$ cat src/logic/psram_guard_pkg.sv
// Constants, mode codes and state encodings for the refresh window guard.
// Assumes a single 25 MHz system clock; every time below is turned into cycles here.
package psram_guard_pkg;

  // ****************************************************************
  // Clock and bus widths
  // ****************************************************************
  localparam int CLK_NS      = 40;    // 25 MHz system clock
  localparam int ADDR_W      = 22;
  localparam int CNT_W       = 7;
  localparam int PAGE_BITS   = 4;     // Sixteen-word page
  localparam int ROW_BITS    = 7;     // Column bits inside one row

  // ****************************************************************
  // Timing figures and derived cycle counts
  // ****************************************************************
  localparam int CEM_NS      = 4000;  // max_select_low_time, longest: round down
  localparam int CBPH_NS     = 5;     // select_high_min_time, least: round up
  localparam int WC_NS       = 70;    // write_cycle_time, least: round up
  localparam int AA_NS       = 70;    // random_access_time
  localparam int APA_NS      = 20;    // page_access_time
  localparam int ROW_OPEN_NS = 70;    // Row open time while the wait flag stands

  localparam logic [CNT_W-1:0] CNT_MAX  = 7'h7F;
  localparam logic [CNT_W-1:0] CEM_CYC  = CNT_W'(CEM_NS / CLK_NS);
  localparam logic [CNT_W-1:0] CBPH_CYC = CNT_W'((CBPH_NS + CLK_NS - 1) / CLK_NS);
  localparam logic [CNT_W-1:0] WC_CYC   = CNT_W'((WC_NS + CLK_NS - 1) / CLK_NS);
  localparam logic [CNT_W-1:0] AA_CYC   = CNT_W'((AA_NS + CLK_NS - 1) / CLK_NS);
  localparam logic [CNT_W-1:0] APA_CYC  = CNT_W'((APA_NS + CLK_NS - 1) / CLK_NS);
  localparam logic [CNT_W-1:0] ROW_CYC  = CNT_W'((ROW_OPEN_NS + CLK_NS - 1) / CLK_NS);
  localparam logic [CNT_W-1:0] CNT_ZERO = 7'h00;

  // ****************************************************************
  // Operating modes and burst states
  // ****************************************************************
  localparam logic [1:0] MODE_ASYNC = 2'h0;
  localparam logic [1:0] MODE_PAGE  = 2'h1;
  localparam logic [1:0] MODE_BURST = 2'h2;

  typedef enum logic [2:0]
  {
    BURST_IDLE = 3'h1,
    BURST_RUN  = 3'h2,
    BURST_ROW  = 3'h4
  } burst_t;

endpackage

$ cat src/logic/psram_refresh_window_guard.sv
// Refresh window guard of a pseudo-static RAM: watches the async memory bus,
// finds slots for hidden refresh, slows page reads and opens rows in bursts.
// Assumes all bus inputs are synchronous to I_CLK_SYS and the mode is static.
`timescale 1ns/10ps

module psram_refresh_window_guard
(
  // Clock and reset
  input  wire logic        I_CLK_SYS,
  input  wire logic        I_RST_N,
  // Configuration and internal refresh timer
  input  wire logic [1:0]  I_MODE,
  input  wire logic        I_REFRESH_REQ,
  // Memory bus
  input  wire logic        I_SELECT_N,
  input  wire logic [21:0] I_ADDR,
  input  wire logic        I_WRITE_N,
  input  wire logic        I_OUTPUT_EN_N,
  input  wire logic        I_ADDRESS_LATCH_N,
  // Status towards the array and the bus
  output logic             O_REFRESH_GO,
  output logic             O_LONG_OP,
  output logic             O_SLOW_READ,
  output logic             O_DATA_READY,
  output logic             O_WAIT,
  output logic             O_WINDOW_FAULT
);

  // ****************************************************************
  // Helpers
  // ****************************************************************
  // Saturating counter step, shared by every duration counter that counts up
  function automatic logic [6:0] sat_inc(input logic [6:0] value);
    sat_inc = (value == psram_guard_pkg::CNT_MAX) ? value : value + 7'h01;
  endfunction

  // Duration counters share one width; one saturating step serves the up-counters, acc_cnt and wait_cnt count down
  logic [6:0]          sel_cnt, high_cnt, addr_cnt, wr_cnt;
  logic [6:0]          acc_cnt, row_age, wait_cnt;
  logic [21:0]         addr_q, burst_addr;
  logic [17:0]         last_page;
  logic                page_valid, pend, slow, ext_need, writing_q;
  psram_guard_pkg::burst_t state, next_state;

  logic                writing, reading, addr_chg, long_sel, long_op;
  logic                write_done, slot, go_now, advance;
  logic [6:0]          next_col;

  // ****************************************************************
  // Bus decode and long-operation detection
  // ****************************************************************
  // A long operation in async mode needs both select and address held long
  assign writing    = !I_SELECT_N && !I_WRITE_N;
  assign reading    = !I_SELECT_N && I_WRITE_N && !I_OUTPUT_EN_N;
  assign addr_chg   = I_ADDR != addr_q;
  assign long_sel   = sel_cnt >= psram_guard_pkg::CEM_CYC;
  assign long_op    = (I_MODE == psram_guard_pkg::MODE_ASYNC)
                    ? (writing && long_sel && addr_cnt >= psram_guard_pkg::CEM_CYC)
                    : ((writing || reading) && long_sel);
  assign write_done = writing_q && !writing;

  // Duration counters for select low, select high and address hold
  always_ff @(posedge I_CLK_SYS)
  begin
    if (!I_RST_N)
    begin
      sel_cnt  <= psram_guard_pkg::CNT_ZERO;
      high_cnt <= psram_guard_pkg::CNT_ZERO;
      addr_cnt <= psram_guard_pkg::CNT_ZERO;
      addr_q   <= 22'h00_0000;
    end
    else
    begin
      sel_cnt  <= I_SELECT_N ? psram_guard_pkg::CNT_ZERO : sat_inc(sel_cnt);
      high_cnt <= I_SELECT_N ? sat_inc(high_cnt) : psram_guard_pkg::CNT_ZERO;
      addr_cnt <= (I_SELECT_N || addr_chg) ? psram_guard_pkg::CNT_ZERO : sat_inc(addr_cnt);
      addr_q   <= I_ADDR;
    end
  end

  // Write pulse timing; a long write shorter than the cycle time is flagged
  always_ff @(posedge I_CLK_SYS)
  begin
    if (!I_RST_N)
    begin
      wr_cnt    <= psram_guard_pkg::CNT_ZERO;
      writing_q <= 1'b0;
      ext_need  <= 1'b0;
      O_LONG_OP <= 1'b0;
    end
    else
    begin
      wr_cnt    <= writing ? sat_inc(wr_cnt) : psram_guard_pkg::CNT_ZERO;
      writing_q <= writing;
      O_LONG_OP <= long_op;
      if (writing && long_op)
        ext_need <= 1'b1;
      else if (!writing)
        ext_need <= 1'b0;
    end
  end

  // ****************************************************************
  // Refresh scheduling
  // ****************************************************************
  // Page mode owns the address pins, so only async address changes count
  assign slot   = (I_SELECT_N && high_cnt >= psram_guard_pkg::CBPH_CYC)
               || (I_MODE == psram_guard_pkg::MODE_ASYNC && !I_SELECT_N && addr_chg)
               || (writing && ext_need && wr_cnt == psram_guard_pkg::WC_CYC)
               || (state == psram_guard_pkg::BURST_ROW);
  assign go_now = pend && slot;

  // A new request in the grant cycle is kept, so set wins over clear
  always_ff @(posedge I_CLK_SYS)
  begin
    if (!I_RST_N)
    begin
      pend         <= 1'b0;
      O_REFRESH_GO <= 1'b0;
    end
    else
    begin
      pend         <= I_REFRESH_REQ || (pend && !go_now);
      O_REFRESH_GO <= go_now;
    end
  end

  // ****************************************************************
  // Page reads
  // ****************************************************************
  // Slow flag only falls with select high, so it cannot race a new set
  always_ff @(posedge I_CLK_SYS)
  begin
    if (!I_RST_N)
      slow <= 1'b0;
    else if (I_SELECT_N)
      slow <= 1'b0;
    else if (I_MODE == psram_guard_pkg::MODE_PAGE && reading && long_sel)
      slow <= 1'b1;
  end

  // Access timer: page hits use the short time unless reads were slowed
  always_ff @(posedge I_CLK_SYS)
  begin
    if (!I_RST_N)
    begin
      acc_cnt      <= psram_guard_pkg::CNT_ZERO;
      last_page    <= 18'h0_0000;
      page_valid   <= 1'b0;
      O_DATA_READY <= 1'b0;
      O_SLOW_READ  <= 1'b0;
    end
    else
    begin
      O_SLOW_READ <= slow;
      if (I_SELECT_N)
        page_valid <= 1'b0;
      if (reading && (addr_chg || !page_valid))
      begin
        last_page  <= I_ADDR[21:psram_guard_pkg::PAGE_BITS];
        page_valid <= 1'b1;
        if (I_MODE == psram_guard_pkg::MODE_PAGE && page_valid && !slow
            && I_ADDR[21:psram_guard_pkg::PAGE_BITS] == last_page)
          acc_cnt <= psram_guard_pkg::APA_CYC;
        else
          acc_cnt <= psram_guard_pkg::AA_CYC;
        O_DATA_READY <= 1'b0;
      end
      else if (acc_cnt != psram_guard_pkg::CNT_ZERO)
      begin
        acc_cnt      <= acc_cnt - 7'h01;
        O_DATA_READY <= reading && acc_cnt == 7'h01;
      end
      else
        O_DATA_READY <= reading && page_valid;
    end
  end

  // ****************************************************************
  // Burst row crossing
  // ****************************************************************
  assign advance  = writing || reading;
  assign next_col = burst_addr[6:0] + 7'h01;

  // Next burst state; select high always ends the burst
  always_comb
  begin
    next_state = state;
    unique case (state)
      psram_guard_pkg::BURST_IDLE:
        if (!I_SELECT_N && I_MODE == psram_guard_pkg::MODE_BURST && !I_ADDRESS_LATCH_N)
          next_state = psram_guard_pkg::BURST_RUN;
      psram_guard_pkg::BURST_RUN:
        if (I_SELECT_N)
          next_state = psram_guard_pkg::BURST_IDLE;
        else if (advance && next_col == psram_guard_pkg::CNT_ZERO)
          next_state = psram_guard_pkg::BURST_ROW;
      psram_guard_pkg::BURST_ROW:
        if (I_SELECT_N)
          next_state = psram_guard_pkg::BURST_IDLE;
        else if (wait_cnt == 7'h01)
          next_state = psram_guard_pkg::BURST_RUN;
      default:
        next_state = psram_guard_pkg::BURST_IDLE;
    endcase
  end

  // Burst address, row-open wait and the age of the current row
  always_ff @(posedge I_CLK_SYS)
  begin
    if (!I_RST_N)
    begin
      state      <= psram_guard_pkg::BURST_IDLE;
      burst_addr <= 22'h00_0000;
      wait_cnt   <= psram_guard_pkg::CNT_ZERO;
      row_age    <= psram_guard_pkg::CNT_ZERO;
      O_WAIT     <= 1'b0;
    end
    else
    begin
      state  <= next_state;
      O_WAIT <= next_state == psram_guard_pkg::BURST_ROW;
      if (state == psram_guard_pkg::BURST_IDLE)
        burst_addr <= I_ADDR;
      else if (state == psram_guard_pkg::BURST_RUN && advance)
        burst_addr <= burst_addr + 22'h00_0001;
      wait_cnt <= (next_state == psram_guard_pkg::BURST_ROW && state != next_state)
                ? psram_guard_pkg::ROW_CYC
                : ((wait_cnt != psram_guard_pkg::CNT_ZERO) ? wait_cnt - 7'h01 : wait_cnt);
      row_age  <= (next_state == psram_guard_pkg::BURST_RUN && state == psram_guard_pkg::BURST_RUN)
                ? sat_inc(row_age) : psram_guard_pkg::CNT_ZERO;
    end
  end

  // Sticky fault for broken windows, kept until select rises; set wins
  always_ff @(posedge I_CLK_SYS)
  begin
    if (!I_RST_N)
      O_WINDOW_FAULT <= 1'b0;
    else if ((write_done && ext_need && wr_cnt < psram_guard_pkg::WC_CYC)
             || (state == psram_guard_pkg::BURST_RUN
                 && row_age >= psram_guard_pkg::CEM_CYC))
      O_WINDOW_FAULT <= 1'b1;
    else if (I_SELECT_N)
      O_WINDOW_FAULT <= 1'b0;
  end

  // ****************************************************************
  // Checks
  // ****************************************************************
  grant_needs_req_a: assert property (@(posedge I_CLK_SYS) disable iff (!I_RST_N)
    O_REFRESH_GO |-> $past(pend)) else $error("refresh granted without request");
  async_read_free_a: assert property (@(posedge I_CLK_SYS) disable iff (!I_RST_N)
    (I_MODE == psram_guard_pkg::MODE_ASYNC && reading) |=> !O_LONG_OP)
    else $error("async read flagged as long");
  page_addr_nogo_a: assert property (@(posedge I_CLK_SYS) disable iff (!I_RST_N)
    (I_MODE == psram_guard_pkg::MODE_PAGE && !I_SELECT_N && !writing) |=> !O_REFRESH_GO)
    else $error("page read address used for refresh");
  slow_hold_a: assert property (@(posedge I_CLK_SYS) disable iff (!I_RST_N)
    (slow && !I_SELECT_N) |=> ##1 O_SLOW_READ || $past(I_SELECT_N))
    else $error("slow read dropped while selected");
  slow_clear_a: assert property (@(posedge I_CLK_SYS) disable iff (!I_RST_N)
    I_SELECT_N |=> !slow ##1 !O_SLOW_READ) else $error("slow read kept after select high");
  standby_slot_a: assert property (@(posedge I_CLK_SYS) disable iff (!I_RST_N)
    ($past(I_SELECT_N) && I_SELECT_N && pend) |=> O_REFRESH_GO)
    else $error("standby gave no refresh");
  row_wait_a: assert property (@(posedge I_CLK_SYS) disable iff (!I_RST_N)
    (state == psram_guard_pkg::BURST_RUN && !I_SELECT_N && advance && next_col == 7'h00)
    |=> O_WAIT ##1 (O_WAIT || $past(I_SELECT_N)) ##1 !O_WAIT)
    else $error("row crossing wait wrong");
  burst_end_a: assert property (@(posedge I_CLK_SYS) disable iff (!I_RST_N)
    (state != psram_guard_pkg::BURST_IDLE && I_SELECT_N)
    |=> state == psram_guard_pkg::BURST_IDLE && !O_WAIT) else $error("burst not ended");
  short_ext_write_a: assert property (@(posedge I_CLK_SYS) disable iff (!I_RST_N)
    (write_done && ext_need && wr_cnt < psram_guard_pkg::WC_CYC) |=> O_WINDOW_FAULT)
    else $error("short extended write not flagged");
  row_age_a: assert property (@(posedge I_CLK_SYS) disable iff (!I_RST_N)
    (state == psram_guard_pkg::BURST_RUN && row_age >= psram_guard_pkg::CEM_CYC) |=> O_WINDOW_FAULT)
    else $error("burst row window not flagged");

endmodule

$ cat config.mk
export PLATFORM = sky130hd
export DESIGN_NAME = psram_refresh_window_guard
export DESIGN_NICKNAME = d
export VERILOG_FILES = /design/src/logic/psram_guard_pkg.sv /design/src/logic/psram_refresh_window_guard.sv
export SDC_FILE = /design/constraint.sdc
export NUM_CORES = 1
export LEC_CHECK = 0
export BUFFER_PORTS_ARGS = -buffer_cell sky130_fd_sc_hd__buf_2
export CAP_MARGIN = 20
export CORE_MARGIN = 2
export CORE_UTILIZATION = 50
export CTS_BUF_LIST = sky130_fd_sc_hd__clkbuf_8
export CTS_CLUSTER_DIAMETER = 40
export CTS_CLUSTER_SIZE = 8
export DETAILED_ROUTE_END_ITERATION = 10
export PLACE_DENSITY = 0.71
export SLEW_MARGIN = 0
export SYNTH_ARGS = -nofsm -noshare
export SYNTH_HDL_FRONTEND = slang
export SYNTH_SLANG_ARGS = --single-unit
$ cat constraint.sdc
create_clock -name I_CLK_SYS -period 3.35 [get_ports I_CLK_SYS]
set_input_delay 0.1675 -clock I_CLK_SYS [delete_from_list [all_inputs] [get_ports I_CLK_SYS]]
set_output_delay 0.1675 -clock I_CLK_SYS [all_outputs]
set_load 0.02 [all_outputs]
* Yosys cells after proc, flatten, opt, wreduce, memory -nomap -nowiden
Cells that the tools add are included.
** Operators by class
- $add $sub $neg :: 9
- Order comparisons :: 5
- Eq/ne operators :: 19
- Mux-type cells :: 20
- Bitwise operators :: 1
- Reduce and logical (&&, ||, !) cells :: 64
** Operators by type and width (number)
- $mux W22 :: 2
- $add A7 B1 Y7 const B :: 6
- $eq A7 B7 Y1 const B :: 5
- $logic_and A1 B1 Y1 :: 32
- $add A22 B1 Y22 const B :: 1
- $ne A22 B22 Y1 :: 1
- $ge A7 B7 Y1 const B :: 3
- $eq A18 B18 Y1 :: 1
- $mux W3 :: 5
- $eq A7 B1 Y1 const B :: 2
- $mux W7 :: 2
- $reduce_bool A7 Y1 :: 2
- $sub A7 B1 Y7 const B :: 2
- $reduce_bool A2 Y1 :: 5
- $pmux W3 S3 :: 1
- $logic_not A1 Y1 :: 8
- $logic_or A1 B1 Y1 :: 8
- $reduce_or A2 Y1 :: 4
- $eq A7 B2 Y1 const B :: 1
- $ge A7 B1 Y1 const B :: 1
- $logic_not A7 Y1 :: 1
- $lt A7 B2 Y1 const B :: 1
- $mux W1 :: 7
- $eq A3 B2 Y1 const B :: 2
- 10 further kinds :: 15
** Word-level totals
- Bits in registers :: 125
- Input port bits :: 31

* Longest topological paths before layout
Gate-level depths: netlist of run 1.
- Word-level depth :: 11
- Depth in mapped cells :: 7

* Worst setup path before layout of run 1
Ideal clock, no wire load.
- Path kind :: reg-to-reg
- From :: reg burst_addr[0]
- To :: reg wait_cnt[0]
- Setup time :: 131 ps
- Arrival time :: 1655 ps
- Data required time :: 3219 ps
- Path slack :: 1564 ps
- Cell stages (with the launch flop) :: 7
- Cells stage by stage :: dfxtp_1 -> ha_1 -> xor2_1 -> a2111oi_2 -> nand4_1 -> o31ai_2 -> nor2_1
** On the way
- Word-level cells in the longest chain between the ends :: 9
- Elaborated cells on any way between the ends :: 10
** Ends and longest elaborated chain
- start, declared :: RTL line psram_refresh_window_guard.sv:40 : logic [21:0] addr_q, burst_addr;
- start signal, assigned :: RTL line psram_refresh_window_guard.sv:226 : burst_addr <= burst_addr + 22'h00_0001;
- $add A7 B1 Y7 (*) :: RTL line psram_refresh_window_guard.sv:183 : assign next_col = burst_addr[6:0] + 7'h01;
- $logic_not A7 Y1 (*) :: RTL line psram_refresh_window_guard.sv:196 : else if (advance && next_col == psram_guard_pkg::CNT_ZERO)
- $logic_and A1 B1 Y1 (*) :: RTL line psram_refresh_window_guard.sv:196
- $mux W3 (*) :: RTL line psram_refresh_window_guard.sv:196
- $mux W3 (*) :: RTL line psram_refresh_window_guard.sv:194 : if (I_SELECT_N)
- $pmux W3 S3 (*) :: RTL line psram_refresh_window_guard.sv:189 : unique case (state)
- $eq A3 B3 Y1 / $ne A3 B3 Y1 (equally long branches) :: RTL line psram_refresh_window_guard.sv:227 : wait_cnt <= (next_state == psram_guard_pkg::BURST_ROW && state != next_state)
- $logic_and A1 B1 Y1 (*) :: RTL line psram_refresh_window_guard.sv:227
- $reduce_or A2 Y1 (no source line) (*)
- end signal, assigned :: RTL line psram_refresh_window_guard.sv:215 : wait_cnt <= psram_guard_pkg::CNT_ZERO;
- end signal, assigned :: RTL line psram_refresh_window_guard.sv:227
- end, declared :: RTL line psram_refresh_window_guard.sv:39 : logic [6:0] acc_cnt, row_age, wait_cnt;
Every way passes the cells marked *; elsewhere a longest branch is shown, timed or not.
A chain may end at the register's enable or synchronous reset.

* Worst setup path after layout of run 1
- From :: reg burst_addr[0]
- To :: reg row_age[2]
** On the way
- Word-level cells in the longest chain between the ends :: 9
** Ends and longest elaborated chain
- $add A7 B1 Y7 :: RTL line psram_refresh_window_guard.sv:183
- $logic_not A7 Y1 :: RTL line psram_refresh_window_guard.sv:196
- $logic_and A1 B1 Y1 :: RTL line psram_refresh_window_guard.sv:196
- $mux W3 :: RTL line psram_refresh_window_guard.sv:196
- $mux W3 :: RTL line psram_refresh_window_guard.sv:194
- $pmux W3 S3 :: RTL line psram_refresh_window_guard.sv:189
- $eq A3 B2 Y1 :: RTL line psram_refresh_window_guard.sv:230 : row_age <= (next_state == psram_guard_pkg::BURST_RUN && state == psram_guard_pkg::BURST_RUN)
- $logic_and A1 B1 Y1 :: RTL line psram_refresh_window_guard.sv:230
- $reduce_and A2 Y1 (no source line)
- end signal, assigned :: RTL line psram_refresh_window_guard.sv:216 : row_age <= psram_guard_pkg::CNT_ZERO;
- end signal, assigned :: RTL line psram_refresh_window_guard.sv:230
- end, declared :: RTL line psram_refresh_window_guard.sv:39
Every way passes these cells.

==> results of run 1 <==
report_power, final:
part / switching (mW) / total (mW) / internal [mW]
clock network: 0.448 / 0.783 / 0.335
logic: 0.331 / 0.595 / 0.264
registers: 0.0788 / 1.48 / 1.40
total: 0.859 / 2.86 / 2.00
sequential cells by signal, indices dropped and copies added (netlist names), 3 cells and up:
name and cells:
wait_cnt 7, last_page 18, high_cnt 7, row_age 7
acc_cnt 7, sel_cnt 7, burst_addr 7, wr_cnt 7
addr_cnt 7, addr_q 22, state 3
per-stage QoR:
stage	setup slack, ps	cells	power, mW	hold WS [ps]	util (%)
2_1_floorplan	1560	559	1.97	276	-
3_3_place_gp	1260	714	2.07	408	54.3
3_5_place_dp	1230	714	2.10	423	54.3
4_1_cts	1210	730	2.88	11.0	56.3
5_1_grt	1060	731	3.03	32.3	56.5
6_report	1240	731	2.86	13.1	56.5
cells in the mapped netlist, types with 3 or more instances:
cell type | count | area [sq um]
mux2i_1 | 21 | 210
nand4_1 | 22 | 138
nand3_1 | 13 | 65.1
a311oi_1 | 3 | 26.3
clkbuf_1 | 9 | 33.8
xnor2_1 | 44 | 385
nand2_1 | 61 | 229
nor3b_1 | 3 | 22.5
and3_1 | 8 | 50.1
dfxtp_1 | 110 | 2200
nor3_1 | 10 | 50.1
and2_1 | 8 | 50.1
nor4_1 | 4 | 25.0
o21a_1 | 5 | 37.5
nor2_1 | 62 | 233
nand2b_1 | 4 | 25.0
inv_1 | 39 | 146
a21oi_1 | 15 | 75.1
ha_1 | 16 | 200
or3_1 | 4 | 25.0
xor2_1 | 26 | 228
a31oi_1 | 10 | 62.6
nor3_2 | 6 | 60.1
o21ai_0 | 8 | 40.0
a221oi_1 | 3 | 26.3
a211oi_1 | 6 | 45.0
cell usage in the layout, fill, tap and decap left out, types with 2 or more instances in the layout:
cell | Yosys | routed
xnor2_1 | 44 | 44
dfxtp_1 | 110 | 110
nor3b_1 | 3 | 3
a31oi_1 | 10 | 9
o21a_1 | 5 | 5
nor4_1 | 4 | 4
a221oi_1 | 3 | 3
nand2b_1 | 4 | 4
nand2_1 | 61 | 61
a21oi_1 | 15 | 15
o211ai_1 | 2 | 2
ha_1 | 16 | 16
o31ai_1 | 2 | 2
xor2_1 | 26 | 26
mux2i_1 | 21 | 21
a311oi_1 | 3 | 3
nor3_2 | 6 | 6
nor3b_2 | 2 | 2
or4_1 | 2 | 2
a21boi_0 | 2 | 2
a211oi_1 | 6 | 6
and3_1 | 8 | 8
nand3_1 | 13 | 13
or3_1 | 4 | 4
and2_1 | 8 | 8
mux2_2 | 2 | 2
nor2_1 | 62 | 62
and3b_1 | 2 | 2
inv_6 | 0 | 2
inv_1 | 39 | 40
nor4b_1 | 2 | 2
clkbuf_8 | 0 | 12
buf_2 | 1 | 36
o21ai_0 | 8 | 8
nand4_1 | 22 | 22
nor3_1 | 10 | 10
how the worst min path moves through the flow:
stage,start,slack [ps],cells after the start,to
3_3_place_gp,I_REFRESH_REQ,410,3,pend
3_5_place_dp,I_REFRESH_REQ,420,3,pend
5_1_grt,I_ADDR[7],30,3,addr_q[7]
2_1_floorplan,I_REFRESH_REQ,280,2,pend
4_1_cts,I_REFRESH_REQ,10,3,pend
6_report,I_REFRESH_REQ,10,3,pend
worst max-delay path: stages (launching register included):
cell	delay [ps]
dfxtp_1	440
ha_1	260
nand3_1	150
o21ai_0	270
nand4_1	250
o21ai_1	500
nor3_1	120
routing by layer:
layer | GRT usage [%] | up-vias
met5 | 0 | -
met4 | 6.67 | 0
met3 | 3.56 | 11
met2 | 30.2 | 51
met1 | 24.9 | 1771
li1 | - | 1968
cell families after synthesis:
| logic type | count (synthesis) | synth area share [%] |
|---|---|---|
| compound gates | 64 | 8.63 |
| xor+xnor | 71 | 12.4 |
| fa+ha+maj | 16 | 3.96 |
| buf+inv | 55 | 4.90 |
| flops | 110 | 43.5 |
| mux | 23 | 4.60 |
| simple gates | 220 | 22.0 |
area by class of cell:
cell class                      instances  area [sq um]  area share, %
Multi-Input combinational cell        394          2630           47.3
Sequential cell                       110          2200           39.7
Timing Repair Buffer                   38           215           3.88
Tap cell                              133           166           3.00
Clock buffer                           12           165           2.97
Inverter                               40           150           2.70
Clock inverter                          4          28.8          0.518
==> out/metrics.yaml, run 1 <==
cts:
  cts_inserted_buffers: 9
  clk_pin_slew_ps: 100
  post_cts_buffers: 0
  post_cts_resized: 0
  clkLatencyLatePin_ps: 380
  ctsHtreeMaxLevel: 3
  cts_buffer_depth: 2
  clock-root-buffer: "clkbuf_8"
  tritoncts: "built"
  ctsHoldBuffers: 0
  clkSinkCount: 110
place:
  io_buffers: 36
  routabilityCongestion: 0.832
  dp_hpwl_mm: 7.06
  dpl_cell_area_sq_mm: 0.00533
synth:
  yosys_warnings: 0
  yosysSeqAreaShare_pct: 43.5
  avgSynthCellArea_sq_um: 9.05
  synthDistinctLibCells: 55
  synth.ff_latch_count: 110
  synth_ff_type: "dfxtp_1"
  synth-async-reset-ratio_pct: 0
  syn_area_sq_mm: 0.00506
  synth_edf_count: 0
  synthesis.instances: 559
  syn_nets: 606
critical_path:
  ff2ff_setup_slack_ps: 1240
  critPathLaunchType: "flop"
  crit_fanout: 7
  path_class: "flop to flop"
  crit_arrival_ps: 2370
  regToRegEndpoint: "row_age[2]"
  reg2reg_depth: 6
  critPathLaunch: "burst_addr[0]"
  crit_path_end_kind: "flop"
  worstSetupEndpoint: "row_age[2]"
  cp_data_required_time_ps: 3610
  reg2reg_from: "burst_addr[0]"
routing:
  vias: 3801
  drc: 0
  dr_wl_met2_mm: 4.62
  wl_per_cell_um: 13.5
  top_layer_used: "met4"
  drt_iter0_drc: 170
  vias_per_cell: 5.20
  wl_met1_mm: 4.75
  routed-wl-met3_um: 338
  drt_wl_total_mm: 9.84
  firstDrtPassIters: 4
  ant_nets: 0
global_routing:
  antenna_found_initial: 0
  grt.total_usage_pct: 18.6
  grt_remaining_overflow: 0
  grt_max_degree: 57
  grt_pass1_vias: 3534
  grt_pass1_wl_mm: 16.5
floorplanning:
  start_util_pct: 51.5
  io_pins: 37
  die_y_um: 105
  dieArea_sq_mm: 0.0109
  core.rowCount: 36
  design.core.area_sq_mm: 0.00982
  die_w_um: 105
flow_run:
  max_cap_violations: 0
sta:
  fmax_ghz: 0.474
  final.setup.tns_ps: 0
  final-hold-violation-count: 0
  finalCriticalPeriod_ps: 2110
  relSlewSlack_pct: 52.4
  finClkSkew_ps: 12.4
  worstMarginPinSlew_ps: 715
  setup_viol: 0
  final_max_slew_viol_count: 0
  fin_crit_sh_pct: 63.0
  rsz0062_at_grt: "false"
final_layout:
  finalNetCount: 640
  design_area_sq_mm: 0.00555
  fillCellCount: 900
  diodes: 0
  drive_gt1_share_pct: 11.9
  area_delta_synth_final_pct: 9.74
pwr:
  ir_drop_mv: 0.324
  p_per_area_mw_per_mm2: 515
  leakage_nw: 2.25
min_path:
  min_path_type: "input pin to flop"
outcome:
  status: "complete, no violations"
No activity file was read; power rests on OpenSTA's default activity.
==> inputs of run 2 (changes only) <==
--- a/config.mk
+++ b/config.mk
@@ -13,7 +13,7 @@
 export CTS_CLUSTER_DIAMETER = 40
 export CTS_CLUSTER_SIZE = 8
 export DETAILED_ROUTE_END_ITERATION = 10
-export PLACE_DENSITY = 0.71
+export PLACE_DENSITY = 0.74
 export SLEW_MARGIN = 0
 export SYNTH_ARGS = -nofsm -noshare
 export SYNTH_HDL_FRONTEND = slang
==> constraint.sdc (replaced) <==
create_clock -name I_CLK_SYS -period 1.8 [get_ports I_CLK_SYS]
set_input_delay 0.09 -clock I_CLK_SYS [delete_from_list [all_inputs] [get_ports I_CLK_SYS]]
set_output_delay 0.09 -clock I_CLK_SYS [all_outputs]
set_load 0.02 [all_outputs]
==> run 2 against run 1 <==
Compared with the run above: the run now ends with negative setup slack left; clock skew grew 5.5 ps; hold slack worse by 6.4 ps; sequential power increased by 86%; global-route usage grew 0.58 points; total power up 90%; via count grew 6.7%; final area up 9.3%; first-iteration DRC count increased by 19%; clock-buffer cell count is 3 lower; combinational power increased by 110%; highest routed layer unchanged.
==> out/metrics.yaml, run 2 (synthesis gave the netlist of run 1 again) <==
min_path:
  min_delay_path_depth: 3
  worstHoldEndpoint: "addr_q[14]"
  min_path_type: "input pin to flop"
  min-delay-start: "I_ADDR[14]"
pwr:
  p_per_area_mw_per_mm2: 893
  p_int_mw: 3.74
  ir_drop_mv: 0.431
  clkPwrFrac_pct: 26.0
  seqPwrFrac_pct: 50.8
  power_frac_comb_pct: 23.2
  p_sw_share_pct: 31.1
  leakage_nw: 2.48
  switchingPower_mw: 1.68
flow_run:
  max_cap_violations: 0
critical_path:
  crit_arrival_ps: 2090
  regToRegEndpoint: "wait_cnt[6]"
  cp_data_required_time_ps: 2060
  critPathLaunchType: "input pin"
  crit_fanout: 6
  reg2reg_depth: 8
  path_class: "input pin to flop"
  ff2ff_setup_slack_ps: -10
  reg2reg_from: "burst_addr[0]"
  crit_path_end_kind: "flop"
routing:
  drt_iter0_drc: 202
  ant_nets: 0
  drt_wl_total_mm: 10.5
  vias_per_cell: 5.22
  vias: 4054
  firstDrtPassIters: 4
  drc: 0
  wl_per_cell_um: 13.5
sta:
  relSlewSlack_pct: 58.3
  setup_viol: 21
  fin_crit_sh_pct: 102
  rsz0062_at_grt: "true"
  worstMarginPinSlew_ps: 617
  finalCriticalPeriod_ps: 1830
  final-hold-violation-count: 0
  final.setup.tns_ps: -386
  finClkSkew_ps: 17.9
  worst_slack_ps: -32.8
  final_max_slew_viol_count: 0
  fmax_ghz: 0.546
cts:
  clkLatencyLatePin_ps: 380
  clk_pin_slew_ps: 90
  clock-root-buffer: "clkbuf_8"
  cts_inserted_buffers: 9
  clkSinkCount: 110
  ctsHtreeMaxLevel: 3
  tritoncts: "built"
  cts_buffer_depth: 2
floorplanning:
  die_y_um: 105
  core.rowCount: 36
  io_pins: 37
  die_w_um: 105
  start_util_pct: 51.5
  dieArea_sq_mm: 0.0109
  design.core.area_sq_mm: 0.00982
global_routing:
  grt_max_degree: 45
  grt.total_usage_pct: 19.2
  grt_remaining_overflow: 0
  antenna_found_initial: 0
  grt_pass1_wl_mm: 17.5
  grt_pass1_vias: 3840
place:
  io_buffers: 36
  routabilityCongestion: 0.823
  dp_hpwl_mm: 7.23
final_layout:
  largest_reg_flops: 22
  drive_gt1_share_pct: 17.7
  finalNetCount: 686
  final_util_pct: 61.8
  seqCellArea_sq_mm: 0.00221
  fillCellCount: 846
  multi_input_area_sq_mm: 0.00272
  top_register: "addr_q"
  reg_top3: "addr_q: 22 flops, last_page: 18 flops"
  final_common_cell: "dfxtp_1"
  area_delta_synth_final_pct: 19.9
  layout.cells.most_common_list: "dfxtp_1 (104), nor2_1 (62), nand2_1 (61)"
  diodes: 0
outcome:
  status: "complete, but fails checks"
  violations: "negative setup slack"
-- run 2: worst max path at each step --
stage | slack (ps) | depth (start not counted) | to | from
finish | -30 | 9 | last_page[12] | I_ADDR[8]
global route | -150 | 8 | wait_cnt[0] | burst_addr[0]
CTS | -30 | 7 | wait_cnt[0] | burst_addr[1]
detailed placement | -90 | 6 | O_WAIT | burst_addr[0]
global placement | 2 | 7 | wait_cnt[6] | burst_addr[0]
floorplan | 10 | 6 | wait_cnt[0] | burst_addr[0]
-- run 2: cell type report --
type                       count  area share, %
multi-input combinational    394           44.8
sequential                   110           36.4
timing repair buffer          84           10.6
tap                          133           2.74
inverter                      40           2.47
clock buffer                   9           2.04
clock inverter                 7          0.949
-- run 2: timing repair --
| action | 4_1_cts | 5_1_grt |
|---|---|---|
| setup endpoints to repair | 9 | 51 |
| resized for setup | 6 | 17 |
| setup buffers | 0 | 6 |
| hold buffers | 20 | 0 |
| cloned | 0 | 3 |
| endpoints found under the hold margin | 21 | 0 |
| pin swaps | 3 | 15 |
-- run 2: metrics by stage --
step / cells / total power [mW] / setup slack [ps] / area [sq um] / hold WS [ps]
floorplan: 559 / 3.66 / 14.4 / 5060 / 199
global placement: 732 / 3.92 / 2.30 / 5480 / 304
detailed placement: 732 / 3.98 / -92.3 / 5480 / 323
CTS: 768 / 5.41 / -26.6 / 5890 / 5.97
global route: 777 / 5.73 / -145 / 6070 / 14.3
finish: 777 / 5.42 / -32.8 / 6070 / 6.67
-- run 2: critical path: stages --
cell	delay [ps]
dlygate4sd3_1	550
buf_2	160
xnor2_2	150
nand4_1	160
nor4_2	300
buf_4	200
a31oi_4	150
clkbuf_16	230
mux2i_1	110
-- run 2: metal layers --
metal	part of all wire, %	wire [um]	track usage, %	vias to the layer above
met5	0	0	0	-
met2	50	5270	32.5	63
met4	1.4	146	7.14	0
met1	45	4770	24.3	1917
li1	-	-	-	2059
met3	3.1	327	3.68	15
-- run 2: power by group through the flow --
stage          Clock, mW  Sequential (mW)  Combinational (mW)
3_5_place_dp           0             2.80                1.17
5_1_grt             1.55             2.78                1.40
4_1_cts             1.44             2.75                1.22
3_3_place_gp           0             2.79                1.13
2_1_floorplan          0             2.78               0.885
6_report            1.41             2.75                1.26
==> inputs of run 3 (changes only) <==
--- a/config.mk
+++ b/config.mk
@@ -14,6 +14,7 @@
 export CTS_CLUSTER_SIZE = 8
 export DETAILED_ROUTE_END_ITERATION = 10
 export PLACE_DENSITY = 0.74
+export RECOVER_POWER = 25
 export SLEW_MARGIN = 0
 export SYNTH_ARGS = -nofsm -noshare
 export SYNTH_HDL_FRONTEND = slang
==> run 3 against run 2 <==
Compared with the run above: the flow still finishes with violations (negative setup slack); clock-buffer cell count unchanged; final cell count is the same; sequential cell count did not move; setup slack gained 5.1 ps; largest cell class unchanged; highest routed layer unchanged.
==> out/metrics.yaml, run 3 (synthesis gave the netlist of run 1 again) <==
floorplanning:
  design.core.area_sq_mm: 0.00982
  core.rowCount: 36
  start_util_pct: 51.5
  dieArea_sq_mm: 0.0109
  io_pins: 37
  die_y_um: 105
  die_w_um: 105
cts:
  clkSinkCount: 110
  cts_inserted_buffers: 9
  tritoncts: "built"
  clock-root-buffer: "clkbuf_8"
  cts_buffer_depth: 2
  clk_pin_slew_ps: 90
  clkLatencyLatePin_ps: 380
  ctsHtreeMaxLevel: 3
pwr:
  leakage_nw: 2.48
  seqPwrFrac_pct: 50.8
  power_frac_comb_pct: 23.2
  p_per_area_mw_per_mm2: 894
  switchingPower_mw: 1.68
  clkPwrFrac_pct: 26.0
  p_sw_share_pct: 31.1
  p_int_mw: 3.73
  ir_drop_mv: 0.431
place:
  dp_slack_ps: -92.3
  dp_hpwl_mm: 7.23
  routabilityCongestion: 0.823
  io_buffers: 36
routing:
  drc: 0
  firstDrtPassIters: 4
  vias_per_cell: 5.22
  wl_per_cell_um: 13.5
  ant_nets: 0
  drt_wl_total_mm: 10.5
  drt_iter0_drc: 206
  vias: 4054
critical_path:
  critPathLaunchType: "input pin"
  crit_fanout: 6
  path_class: "input pin to flop"
  reg2reg_depth: 8
  crit_arrival_ps: 2090
  crit_path_end_kind: "flop"
  reg2reg_from: "burst_addr[0]"
  cp_data_required_time_ps: 2060
  ff2ff_setup_slack_ps: -20
  worstSetupEndpoint: "last_page[12]"
  regToRegEndpoint: "wait_cnt[6]"
  critPathLaunch: "I_ADDR[8]"
final_layout:
  finalNetCount: 686
  drive_gt1_share_pct: 17.5
  diodes: 0
  top_register: "addr_q"
  reg_top3: "addr_q: 22 flops, last_page: 18 flops"
  final_common_cell: "dfxtp_1"
  layout.cells.most_common_list: "dfxtp_1 (104), nor2_1 (62), nand2_1 (61)"
  final_util_pct: 61.7
  largest_reg_flops: 22
  area_delta_synth_final_pct: 19.8
sta:
  relSlewSlack_pct: 46.9
  setup_viol: 21
  finalCriticalPeriod_ps: 1830
  final_max_slew_viol_count: 0
  worst_slack_ps: -27.7
  worstMarginPinSlew_ps: 797
  fin_crit_sh_pct: 102
  final-hold-violation-count: 0
  finClkSkew_ps: 17.8
  fmax_ghz: 0.547
  rsz0062_at_grt: "true"
global_routing:
  antenna_found_initial: 0
  grt_max_degree: 45
  grt_pass1_wl_mm: 17.5
  grt_pass1_vias: 3840
  grt.total_usage_pct: 19.2
  grt_remaining_overflow: 0
min_path:
  min_path_type: "input pin to flop"
outcome:
  status: "complete, but fails checks"
  violations: "negative setup slack"
flow_run:
  max_cap_violations: 0
-- run 3: cell count changes in the layout (fill, tap and decap cells not counted) --
cell and change:
buf_2 -1, buf_4 -1, clkbuf_1 +1, clkbuf_2 +1
-- run 3: critical path, stage by stage --
cell and delay, ps:
dlygate4sd3_1 550, buf_2 160, xnor2_2 150, nand4_1 160, nor4_2 300, buf_4 200
a31oi_4 150, clkbuf_16 230, mux2i_1 110
-- run 3: through the flow --
step | instance area, sq um | hold WS [ps] | std cells | setup TNS (ps) | power (mW)
final | 6060 | 6.49 | 777 | -362 | 5.42
after global routing | 6060 | 14.3 | 777 | -1990 | 5.73
after CTS | 5890 | 5.97 | 768 | -125 | 5.41
after detailed placement | 5480 | 323 | 732 | -385 | 3.98
after global placement | 5480 | 304 | 732 | 0 | 3.92
after floorplan | 5060 | 199 | 559 | 0 | 3.66
-- run 3: timing repair --
action                     4_1_cts  5_1_grt
cloned                           0        3
resized for setup                6       17
hold endpoints to repair        21        0
hold buffers                    20        0
pin swaps                        3       15
buffers inserted                 0        6
setup endpoints to repair        9       51
-- run 3: final cells by class --
cell class              instances  area [sq um]
well taps                     133           166
fillers                       848          3760
clock inverters                 7          57.6
inverters                      40           150
clock buffers                   9           124
repair buffers                 84           638
multi-input cells             394          2720
flip-flops and latches        110          2210
-- run 3: worst min path at each step --
| stage | endpoint | slack [ps] | startpoint | depth (start not counted) |
|---|---|---|---|---|
| 6_report | addr_q[14] | 6 | I_ADDR[14] | 3 |
| 5_1_grt | addr_q[6] | 10 | I_ADDR[6] | 3 |
| 4_1_cts | addr_q[6] | 6 | I_ADDR[6] | 3 |
| 3_5_place_dp | pend | 320 | I_REFRESH_REQ | 3 |
| 3_3_place_gp | pend | 300 | I_REFRESH_REQ | 3 |
| 2_1_floorplan | pend | 200 | I_REFRESH_REQ | 2 |
-- run 3: routing by layer --
metal	vias to the layer above	global-route usage [%]	wire length (um)	share of wire, %
met3	17	3.68	317	3.0
met4	0	7.14	167	1.6
met2	62	32.5	5250	50
li1	2059	-	-	-
met1	1916	24.3	4780	45
met5	-	0	0	0
-- run 3: power groups by stage --
| stage | clock (mW) | combinational (mW) | sequential [mW] |
|---|---|---|---|
| 2_1_floorplan | 0 | 0.885 | 2.78 |
| 3_3_place_gp | 0 | 1.13 | 2.79 |
| 3_5_place_dp | 0 | 1.17 | 2.80 |
| 4_1_cts | 1.44 | 1.22 | 2.75 |
| 5_1_grt | 1.55 | 1.40 | 2.78 |
| 6_report | 1.41 | 1.26 | 2.75 |
